==> src/rtl/srt_pkg.sv <==
// Package with terminal codes, variant codes, request carrier and timing.
package srt_pkg;

    localparam int NUM_LINES = 8;
    localparam int NUM_DST = 11;

    // Source terminal codes; values below SRC_CLK_LINE are general lines.
    localparam logic [3:0] SRC_CLK_LINE = 4'h7;
    localparam logic [3:0] SRC_STAR = 4'h8;
    localparam logic [3:0] SRC_REF10 = 4'h9;
    localparam logic [3:0] SRC_TB20 = 4'hA;
    localparam logic [3:0] SRC_RESYNC = 4'hB;
    localparam logic [3:0] SRC_RX_EVT = 4'hC;
    localparam logic [3:0] SRC_XCVR_EVT = 4'hD;
    localparam logic [3:0] SRC_START_EVT = 4'hE;

    // Destination terminal codes; values below DST_CLK_LINE are lines.
    localparam logic [3:0] DST_CLK_LINE = 4'h7;
    localparam logic [3:0] DST_MTB = 4'h8;
    localparam logic [3:0] DST_RESYNC = 4'h9;
    localparam logic [3:0] DST_START = 4'hA;

    // Hardware generation and form factor codes.
    localparam logic [1:0] VAR_GEN1 = 2'h0;
    localparam logic [1:0] VAR_GEN2 = 2'h1;
    localparam logic [1:0] VAR_USB = 2'h2;
    localparam logic [1:0] FF_PCI = 2'h0;
    localparam logic [1:0] FF_CHASSIS = 2'h1;
    localparam logic [1:0] FF_PCMCIA = 2'h2;
    localparam logic [1:0] FF_USB = 2'h3;

    // Line-count limits of the first generation.
    localparam logic [2:0] HS_MAX_IN = 3'h4;
    localparam logic [2:0] HS_MAX_OUT = 3'h4;
    localparam logic [2:0] LS_MAX_IN = 3'h2;
    localparam logic [2:0] LS_MAX_OUT = 3'h3;
    localparam logic [2:0] NO_LIMIT = 3'h7;

    // Timing.
    localparam int CLK_HZ = 20_000_000;
    localparam int MIN_PULSE_NS = 100_000;
    localparam int MIN_PULSE_CYC =
        (MIN_PULSE_NS * (CLK_HZ / 1_000_000) + 999) / 1000;
    localparam int USB_TB_HZ = 1_000_000;
    localparam int USB_TB_HALF = CLK_HZ / (2 * USB_TB_HZ);

    // Reset values.
    localparam logic [3:0] SRC_RST = 4'h0;

    typedef struct packed {
        logic connect;
        logic [3:0] src;
        logic [3:0] dst;
        logic port;
    } srt_req_s;

endpackage

==> src/rtl/srt_router.sv <==
// Sync line and trigger routing matrix of the interface card.
// How it works
// - each connect joins one source to one destination.
// - closing a port releases all its connections.
// - first generation chassis hides sync line 6.
// - high-speed-only cards allow four in, four out.
// - low-speed cards allow two in, three out.
// - fault event port 1 even, port 2 odd.
// - plain PCI lacks chassis star and reference.
// - PCMCIA lacks 20 MHz timebase, star, reference.
// - PCMCIA lacks sync lines 4, 5, 6.
// - USB variant uses only line 0 and clock.
// - USB exports 1 MHz, accepts 20 MHz.
// - first generation permitted route set.
// - second generation adds further permitted routes.
// - USB variant permitted route set only.
// - start trigger fires on first rising edge.
// - resync pulse on every resync rising edge.
// - receive event pulse is routed unchanged.
`timescale 1ns/1ps
`default_nettype none

module srt_router (
    input wire logic clk_i,
    input wire logic rstn_i,
    input wire logic [1:0] variant_i,
    input wire logic [1:0] form_i,
    input wire logic low_speed_port_i,
    input wire logic req_valid_i,
    input wire srt_pkg::srt_req_s req_i,
    input wire logic release_i,
    input wire logic release_port_i,
    input wire logic [7:0] sync_line_i,
    input wire logic chassis_star_trigger_i,
    input wire logic chassis_ref_clock_i,
    input wire logic local_timebase_i,
    input wire logic local_resync_i,
    input wire logic start_event_i,
    input wire logic [1:0] rx_event_i,
    input wire logic [1:0] transceiver_fault_n_i,
    output logic req_ack_o,
    output logic req_err_o,
    output logic [7:0] sync_line_o,
    output logic [7:0] sync_line_oe_o,
    output logic trigger_pin_o,
    output logic clock_pin_o,
    output logic start_trigger_o,
    output logic resync_pulse_o,
    output logic ext_timebase_o,
    output logic ext_timebase_sel_o
);

    localparam int ND = srt_pkg::NUM_DST;
    localparam int NL = srt_pkg::NUM_LINES;
    localparam logic [11:0] FLT_LAST = 12'(srt_pkg::MIN_PULSE_CYC - 1);
    localparam logic [3:0] TB_LAST = 4'(srt_pkg::USB_TB_HALF - 1);

    function automatic logic [2:0] pop7(input logic [6:0] v);
        logic [2:0] s;
        s = 3'h0;
        for (int i = 0; i < 7; i++) begin
            s = s + {2'h0, v[i]};
        end
        return s;
    endfunction

    // Variant decode.
    wire gen1 = variant_i == srt_pkg::VAR_GEN1;
    wire gen2 = variant_i == srt_pkg::VAR_GEN2;
    wire usb = variant_i == srt_pkg::VAR_USB;
    wire pcmcia = form_i == srt_pkg::FF_PCMCIA;
    wire chassis = form_i == srt_pkg::FF_CHASSIS;

    // Synchronisers for inputs from other cards and the chassis.
    logic [9:0] meta_q;
    logic [9:0] sync_q;
    always_ff @(posedge clk_i) begin
        if (!rstn_i) begin
            meta_q <= 10'h000;
            sync_q <= 10'h000;
        end else begin
            meta_q <= {chassis_ref_clock_i, chassis_star_trigger_i,
                       sync_line_i};
            sync_q <= meta_q;
        end
    end

    // First generation inputs are slow and wide, so a line only changes
    // after it has held a new level for the least pulse width; faster
    // activity is rejected, which is why fast timebases cannot be taken.
    logic [NL-1:0] flt_q;
    logic [NL-1:0] line_in;
    genvar n;
    generate
        for (n = 0; n < NL; n++) begin : g_flt
            logic [11:0] cnt_q;
            always_ff @(posedge clk_i) begin
                if (!rstn_i) begin
                    cnt_q <= 12'h000;
                    flt_q[n] <= 1'b0;
                end else if (sync_q[n] == flt_q[n]) begin
                    cnt_q <= 12'h000;
                end else if (cnt_q == FLT_LAST) begin
                    cnt_q <= 12'h000;
                    flt_q[n] <= sync_q[n];
                end else begin
                    cnt_q <= cnt_q + 12'h001;
                end
            end
            assign line_in[n] = gen1 ? flt_q[n] : sync_q[n];
        end
    endgenerate

    // The USB variant can only drive a 1 MHz square wave as timebase.
    logic [3:0] tb_cnt_q;
    logic tb_usb_q;
    always_ff @(posedge clk_i) begin
        if (!rstn_i) begin
            tb_cnt_q <= 4'h0;
            tb_usb_q <= 1'b0;
        end else if (tb_cnt_q == TB_LAST) begin
            tb_cnt_q <= 4'h0;
            tb_usb_q <= ~tb_usb_q;
        end else begin
            tb_cnt_q <= tb_cnt_q + 4'h1;
        end
    end
    wire tb_out = usb ? tb_usb_q : local_timebase_i;

    // Source levels for each port; only the receive and fault events differ by port.
    logic [15:0] src_vec [2];
    generate
        for (n = 0; n < 2; n++) begin : g_src
            assign src_vec[n] = {1'b0, start_event_i,
                                 ~transceiver_fault_n_i[n],
                                 rx_event_i[n],
                                 local_resync_i, tb_out,
                                 sync_q[9], sync_q[8], line_in};
        end
    endgenerate

    // Route table, one entry per destination.
    logic [ND-1:0] dst_en_q;
    logic [3:0] dst_src_q [ND];
    logic [ND-1:0] dst_port_q;

    // Request decode.
    wire [3:0] rs = req_i.src;
    wire [3:0] rd = req_i.dst;
    wire s_line = rs < srt_pkg::SRC_CLK_LINE;
    wire d_line = rd < srt_pkg::DST_CLK_LINE;
    wire [2:0] req_line = s_line ? rs[2:0] : rd[2:0];
    wire d_start = rd == srt_pkg::DST_START;
    wire d_resync = rd == srt_pkg::DST_RESYNC;
    wire d_mtb = rd == srt_pkg::DST_MTB;
    wire d_clk = rd == srt_pkg::DST_CLK_LINE;
    wire s_clk = rs == srt_pkg::SRC_CLK_LINE;
    wire s_resync = rs == srt_pkg::SRC_RESYNC;
    wire s_startev = rs == srt_pkg::SRC_START_EVT;
    wire s_star = rs == srt_pkg::SRC_STAR;
    wire s_ref = rs == srt_pkg::SRC_REF10;
    wire s_tb = rs == srt_pkg::SRC_TB20;
    wire s_rx = rs == srt_pkg::SRC_RX_EVT;
    wire s_xcvr = rs == srt_pkg::SRC_XCVR_EVT;

    // Permitted pairs per generation.
    wire pair_g1 = (s_line & d_resync) | (s_line & d_start) |
                   (s_resync & d_line) | (s_resync & d_start) |
                   (s_startev & d_line);
    wire pair_g2 = pair_g1 | (s_clk & d_mtb) | (s_star & d_start) |
                   (s_ref & d_mtb) | (s_tb & d_clk) |
                   (s_rx & (d_line | d_start)) |
                   (s_xcvr & d_line);
    wire pair_usb = (s_line & d_start) | (s_clk & d_mtb) |
                    (s_tb & d_clk) | (s_startev & d_line);
    wire pair_ok = gen1 ? pair_g1 : gen2 ? pair_g2 : usb & pair_usb;

    // Terminals the card offers.
    wire line_ok = !(gen1 & chassis & req_line == 3'h6) &
                   !(gen2 & pcmcia & req_line >= 3'h4) &
                   !(usb & req_line != 3'h0);
    wire chas_ok = !((s_star | s_ref) & gen2 & !chassis);
    wire tb_ok = !(s_tb & gen2 & pcmcia);
    wire xcvr_ok = !s_xcvr | (rd[0] == req_i.port);
    wire term_ok = ((!s_line & !d_line) | line_ok) & chas_ok & tb_ok &
                   xcvr_ok;

    // Line counts, ignoring the entry that the request would replace.
    logic [6:0] in_mask;
    always_comb begin
        in_mask = 7'h00;
        for (int d = 9; d < 11; d++) begin
            if (dst_en_q[d] && dst_src_q[d] < srt_pkg::SRC_CLK_LINE &&
                rd != 4'(d)) begin
                in_mask[dst_src_q[d][2:0]] = 1'b1;
            end
        end
    end
    wire [6:0] req_bit = 7'h01 << req_line;
    wire [6:0] in_new = in_mask | (s_line ? req_bit : 7'h00);
    wire [6:0] out_new = dst_en_q[6:0] | (d_line ? req_bit : 7'h00);
    wire [2:0] max_in = !gen1 ? srt_pkg::NO_LIMIT :
                        low_speed_port_i ? srt_pkg::LS_MAX_IN :
                        srt_pkg::HS_MAX_IN;
    wire [2:0] max_out = !gen1 ? srt_pkg::NO_LIMIT :
                         low_speed_port_i ? srt_pkg::LS_MAX_OUT :
                         srt_pkg::HS_MAX_OUT;
    wire count_ok = pop7(in_new) <= max_in &
                    pop7(out_new) <= max_out;

    // A request is checked as a whole before any entry is touched.
    wire conn_ok = req_i.connect & pair_ok & term_ok & count_ok;
    wire disc_hit = !req_i.connect & rd < 4'(ND) & dst_en_q[rd] &
                    dst_src_q[rd] == rs;
    wire req_ok = conn_ok | disc_hit;

    logic [ND-1:0] sel_level;
    genvar d;
    generate
        for (d = 0; d < ND; d++) begin : g_route
            wire hit = req_valid_i & rd == 4'(d);
            wire rel = release_i & dst_port_q[d] == release_port_i;
            always_ff @(posedge clk_i) begin
                if (!rstn_i) begin
                    dst_en_q[d] <= 1'b0;
                    dst_src_q[d] <= srt_pkg::SRC_RST;
                    dst_port_q[d] <= 1'b0;
                end else if (rel) begin
                    dst_en_q[d] <= 1'b0;
                end else if (hit & conn_ok) begin
                    dst_en_q[d] <= 1'b1;
                    dst_src_q[d] <= rs;
                    dst_port_q[d] <= req_i.port;
                end else if (hit & disc_hit) begin
                    dst_en_q[d] <= 1'b0;
                end
            end
            assign sel_level[d] = dst_en_q[d] &
                src_vec[dst_port_q[d]][dst_src_q[d]];
        end
    endgenerate

    // Start trigger arms when routed and fires once on the first rise.
    logic start_prev_q;
    logic start_done_q;
    logic resync_prev_q;
    wire start_touch = (req_valid_i & d_start & req_ok) |
                       (release_i & dst_port_q[10] == release_port_i);
    wire start_rise = sel_level[10] & !start_prev_q & !start_done_q;
    wire resync_rise = sel_level[9] & !resync_prev_q;
    always_ff @(posedge clk_i) begin
        if (!rstn_i) begin
            start_prev_q <= 1'b0;
            start_done_q <= 1'b0;
            start_trigger_o <= 1'b0;
        end else begin
            start_prev_q <= sel_level[10];
            start_trigger_o <= start_rise & !start_touch;
            if (start_touch) begin
                start_done_q <= 1'b0;
            end else if (start_rise) begin
                start_done_q <= 1'b1;
            end
        end
    end

    // The timebase is realigned on every resync rise, not just the first.
    always_ff @(posedge clk_i) begin
        if (!rstn_i) begin
            resync_prev_q <= 1'b0;
            resync_pulse_o <= 1'b0;
        end else begin
            resync_prev_q <= sel_level[9];
            resync_pulse_o <= resync_rise;
        end
    end

    // Line drivers and remaining outputs, all registered.
    always_ff @(posedge clk_i) begin
        if (!rstn_i) begin
            sync_line_o <= 8'h00;
            sync_line_oe_o <= 8'h00;
            trigger_pin_o <= 1'b0;
            clock_pin_o <= 1'b0;
            ext_timebase_o <= 1'b0;
            ext_timebase_sel_o <= 1'b0;
            req_ack_o <= 1'b0;
            req_err_o <= 1'b0;
        end else begin
            sync_line_o <= sel_level[7:0];
            sync_line_oe_o <= dst_en_q[7:0];
            trigger_pin_o <= usb & sel_level[0];
            clock_pin_o <= usb & sel_level[7];
            ext_timebase_o <= sel_level[8];
            ext_timebase_sel_o <= dst_en_q[8];
            req_ack_o <= req_valid_i;
            req_err_o <= req_valid_i & !req_ok;
        end
    end

endmodule

`default_nettype wire

==> config.mk <==
export PLATFORM = sky130hd
export DESIGN_NAME = srt_router
export DESIGN_NICKNAME = d
export VERILOG_FILES = /design/src/rtl/srt_pkg.sv /design/src/rtl/srt_router.sv
export SDC_FILE = /design/constraint.sdc
export NUM_CORES = 1
export LEC_CHECK = 0
export BUFFER_PORTS_ARGS = -buffer_cell sky130_fd_sc_hd__buf_2
export CAP_MARGIN = 30
export CORE_MARGIN = 2
export CORE_UTILIZATION = 55
export CTS_CLUSTER_DIAMETER = 100
export CTS_CLUSTER_SIZE = 20
export DETAILED_ROUTE_END_ITERATION = 8
export PLACE_DENSITY = 0.81
export SLEW_MARGIN = 0
export SYNTH_ARGS = -nofsm -noshare
export SYNTH_HDL_FRONTEND = slang
export SYNTH_SLANG_ARGS = --single-unit
export TNS_END_PERCENT = 10
==> constraint.sdc <==
create_clock -name clk_i -period 13.9 [get_ports clk_i]
set_clock_uncertainty 0.15 [all_clocks]
set_input_delay 1.39 -clock clk_i [delete_from_list [all_inputs] [get_ports clk_i]]
set_output_delay 1.39 -clock clk_i [all_outputs]
set_load 0.01 [all_outputs]
After elaboration in Yosys (flattened, before gate mapping)
Memory sizes are Yosys's and may differ from the RTL's. Index checks and enable logic that the tools add are counted. Widths: inputs -> output; s select.

Equality and inequality tests: 55. $add $sub $neg: 21. Bitwise operators: 164. Muxes and demuxes: 159. Shift operators: 1. Reduce and logical (&&, ||, !) cells: 75. $lt $le $gt $ge: 35.

Operators by type and width (count): $mux 16 (22); $mux 14 (11); $and 1x1->1 (97); $add 12x1->12 const B (8); $eq 12x11->1 const B (8); $mux 1 (92); $lt 4x5->1 const B (12); $bmux 1 s4 (12); $eq 4x4->1 const B (11); $mux 4 (11); $reduce_and 2->1 (19); $or 1x1->1 (30); $mux 7 (4); $reduce_or 2->1 (13); $add 3x1->3 (8); $reduce_or 3->1 (8); $not 1->1 (23); $ge 2x2->1 const B (11); $not 1->2 (11); $reduce_bool 2->1 (11); $or 7x7->7 (3); $eq 1x1->1 (20); $eq 4x3->1 const B (5); $lt 4x3->1 const B (4); 23 further kinds (56).

Logic and storage cells: 566. Input port bits: 37. Memories: 1. RAM bits: 44. Flip-flop bits (word level): 178. Output and inout port bits: 24.

Memories: dst_src_q (words 11, bits a word 4, rd ports 12, clocked after memory_dff 0, wr ports 11, RTL line srt_router.sv:144) `logic [3:0] dst_src_q [ND];`.

Depth between registers and ports, before layout
An unclocked memory read counts as a cell.

Depth after elaboration: 24. Gate-level depth with buffers: 24. Gate-level depth less buffers: 21.

Worst setup path before layout
No wires, ideal clock.

Kind: input to register. Start: in req_i[2] (netlist bit). End: mem dst_src_q[7][0], enable pin. Slack: 7200 ps. Path buffers: 3. Data arrival time: 6241 ps. Data required time: 13442 ps. Setup time: 308 ps. Cell stages on the path: 21. Cell sequence: buf_2 -> buf_4 -> and4bb_1 -> nor4b_1 -> a221oi_1 -> fa_1 -> fa_1 -> inv_1 -> fa_1 -> inv_1 -> fa_1 -> inv_1 -> ha_1 -> nor2b_1 -> o21ai_0 -> a32oi_1 -> nor4_1 -> o2111a_1 -> buf_2 -> nand4_1 -> nand2_1.

RTL lines: start: declaration (RTL line srt_router.sv:30) `input wire srt_pkg::srt_req_s req_i,`; end: declaration (RTL line srt_router.sv:144).

==> results.yml <==
outcome:
  status: "finished, final reports clean"
finish:
  fin_nets: 1354
  num-fill-cells: 1748
  seqCellArea_sq_mm: 0.00488
  layout-drive-gt1-share_pct: 10.5
  synthToLayoutAreaGrowth_pct: 6.88
  final_cells: 1576
  multi_input_area_sq_mm: 0.00655
timing:
  worst_pin_slew_ps: 926
  hold_violations: 0
  maxSlewViolCount: 0
  finalSetupViolCount: 0
  rsz0062_at_grt: "no"
  fmax_mhz: 132
  min_period_over_period_pct: 54.7
  min_period_ps: 7600
  max_slew_margin_pct: 36.5
  tns_ps: 0
drt:
  avgRoutedWirePerCell_um: 19.2
  ant_nets: 0
  first_pass_iters: 5
  vias_per_cell: 6.25
  dr_total_vias: 9844
  routed_wl_mm: 30.3
  drtIter0Drc: 1053
  drc: 0
setup_path:
  critPathCaptureType: "flip-flop"
  start_kind: "input port"
  critPathRequiredTime_ps: 14120
  path_cells: "buf_2, or2b_1, nor2_1, nor4_1, a221oi_1, fa_1, fa_1, inv_1, fa_1, inv_1, fa_1, inv_1, ha_1, nor2b_1, o21ai_0, a32oi_1, nor4_1, o2111ai_1, nor4_1, and2_1"
  crit_type: "in -> reg"
  crit_path_frequent_cell: "fa_1"
  arrival_ps: 7820
  slowest_stage: "nor4_1"
  cpPeakStageDelay_ps: 700
  critical_path.max_fanout: 39
placement:
  dp_cells: 1549
  place_hpwl_mm: 21.2
  portBuffers: 60
  globalplace.congestion: 0.993
cts:
  clock_latency_ps: 500
  h-tree-depth: 1
  cts_hold_buf: 0
  cts.sinks: 222
  cts_repair_resize_count: 0
  cts_buffers: 15
  cts_setup_buffers: 0
  cts_tree: "built"
  ctsLongestPathBuffers: 3
  cts-root-buf: "clkbuf_16"
  clkTransAtPathRegs_ps: 90
floorplanning:
  rows: 53
  dieArea_sq_mm: 0.0230
  core_sq_mm: 0.0212
  ios: 61
  die_h_um: 152
  fp.dieW_um: 152
  start_util_pct: 56.4
global_routing:
  grt_max_degree: 76
  gr-total-overflow: 0
  grt_pass1_wl_mm: 47.7
  gr-usage-all-layers_pct: 26.6
  grt_pass1_vias: 9272
  antenna_found_initial: 3
synth:
  yosys_most_used_dff: "dfxtp_1"
  synth_edf_count: 44
  syn_area_sq_mm: 0.0120
  synth.distinct_cells: 75
  ys_warn_count: 0
  synth.top_cell.area_share_pct: 29.8
  syn_avg_cell_area_sq_um: 9.26
  synth_area_leader_cell: "dfxtp_1"
  synth-seq-cells: 222
  yosysMostFrequentCell: "dfxtp_1"
  async_reset_ff_share_pct: 0
  netlist_top_cells_area: "dfxtp_1 (30%), edfxtp_1 (11%), mux4_2 (6.8%)"
  synth_cells: 1292
  synth_seq_area_share_pct: 40.8
  synth_commonest_cells: "dfxtp_1 (178), nor2_1 (151), nand2_1 (118)"
pwr:
  total_power_mw: 1.25
  powerDensity_mw_per_mm2: 97.5
  p_leak_nw: 4.77
  ir_drop_uv: 57.6
flow_run:
  cap_violations: 0
hold_path:
  hp-class: "reg -> reg"
[sequential cells by signal, summed over array words and instances, names as in the netlist, 10 cells and up]
register,flops
sync_q,10
g_flt.cnt_q,96
dst_src_q,44
dst_port_q,11
dst_en_q,11
meta_q,10
[per-layer routing]
metal / global-route usage [%] / part of all wire (%)
met1: 34.0 / 38
met2: 42.8 / 45
met3: 7.16 / 12
met4: 11.2 / 4.6
met5: 0 / 0
[power by group]
group          internal [mW]  total (mW)  switching, mW
Combinational         0.0525       0.129         0.0770
Sequential             0.667       0.688         0.0202
Clock                  0.204       0.430          0.227
[area by class of cell]
cell class	count	area share, %
antenna	2	0.0391
clock buffer	20	3.08
clock inverter	3	0.264
inverter	50	1.47
multi-input combinational	934	51.2
sequential	222	38.2
tap	275	2.69
timing repair buffer	70	3.09
[cells in the final DEF (no fill, tap or decap), drive strengths merged, types with 4 or more instances in the layout]
cell,netlist,final
a211oi,7,7
a21oi,44,44
a31oi,8,8
a32oi,4,4
and2,41,41
and3,25,25
and4,7,7
buf,20,70
clkbuf,68,20
dfxtp,178,178
edfxtp,44,44
fa,8,8
ha,16,16
inv,49,50
mux2,7,7
mux2i,53,53
mux4,39,39
nand2,118,118
nand2b,10,10
nand3,56,56
nand3b,10,10
nand4,23,23
nor2,151,151
nor2b,32,32
nor3,26,26
nor4,9,9
nor4b,5,5
o211ai,17,17
o21ai,38,38
o22a,10,10
o22ai,5,5
o311ai,4,4
or3,17,17
xnor2,41,41
xor2,53,53
[path summary, 6_finish.rpt]
check | start | slack [ps] | cells after the start | endpoint
max | req_i[2] | 6300 | 20 | dst_src_q[4][2]
min | resync_prev_q | 270 | 1 | resync_pulse_o
max reg2reg | dst_src_q[9][0] | 7570 | 17 | dst_src_q[4][2]
min reg2reg | resync_prev_q | 270 | 1 | resync_pulse_o
[through the flow]
stage	setup slack [ps]	util [%]	instance area (sq um)	hold slack, ps
2_1_floorplan	7200	-	12000	217
3_3_place_gp	5460	58.1	12300	240
3_5_place_dp	5230	58.1	12300	247
4_1_cts	5770	60.1	12800	265
5_1_grt	5850	60.3	12800	281
6_report	6300	60.3	12800	267
[kinds of logic (layout without fill, tap and decap cells)]
| family | after synthesis | after routing | synth area share (%) |
|---|---|---|---|
| flops | 222 | 222 | 40.8 |
| mux | 99 | 99 | 12.5 |
| other cells | 1 | 5 | 0.0313 |
| buf+inv | 138 | 143 | 4.55 |
| compound gates | 171 | 171 | 9.60 |
| xor+xnor | 94 | 94 | 6.88 |
| simple gates | 543 | 543 | 22.6 |
| fa+ha+maj | 24 | 24 | 3.01 |
[worst max-delay path, delay by kind of cell]
family,cells,cell delay (ps)
simple gates,7,2480
compound gates,4,970
fa+ha+maj,5,2160
buf+inv,4,800
(Power assumes the default switching activity.)
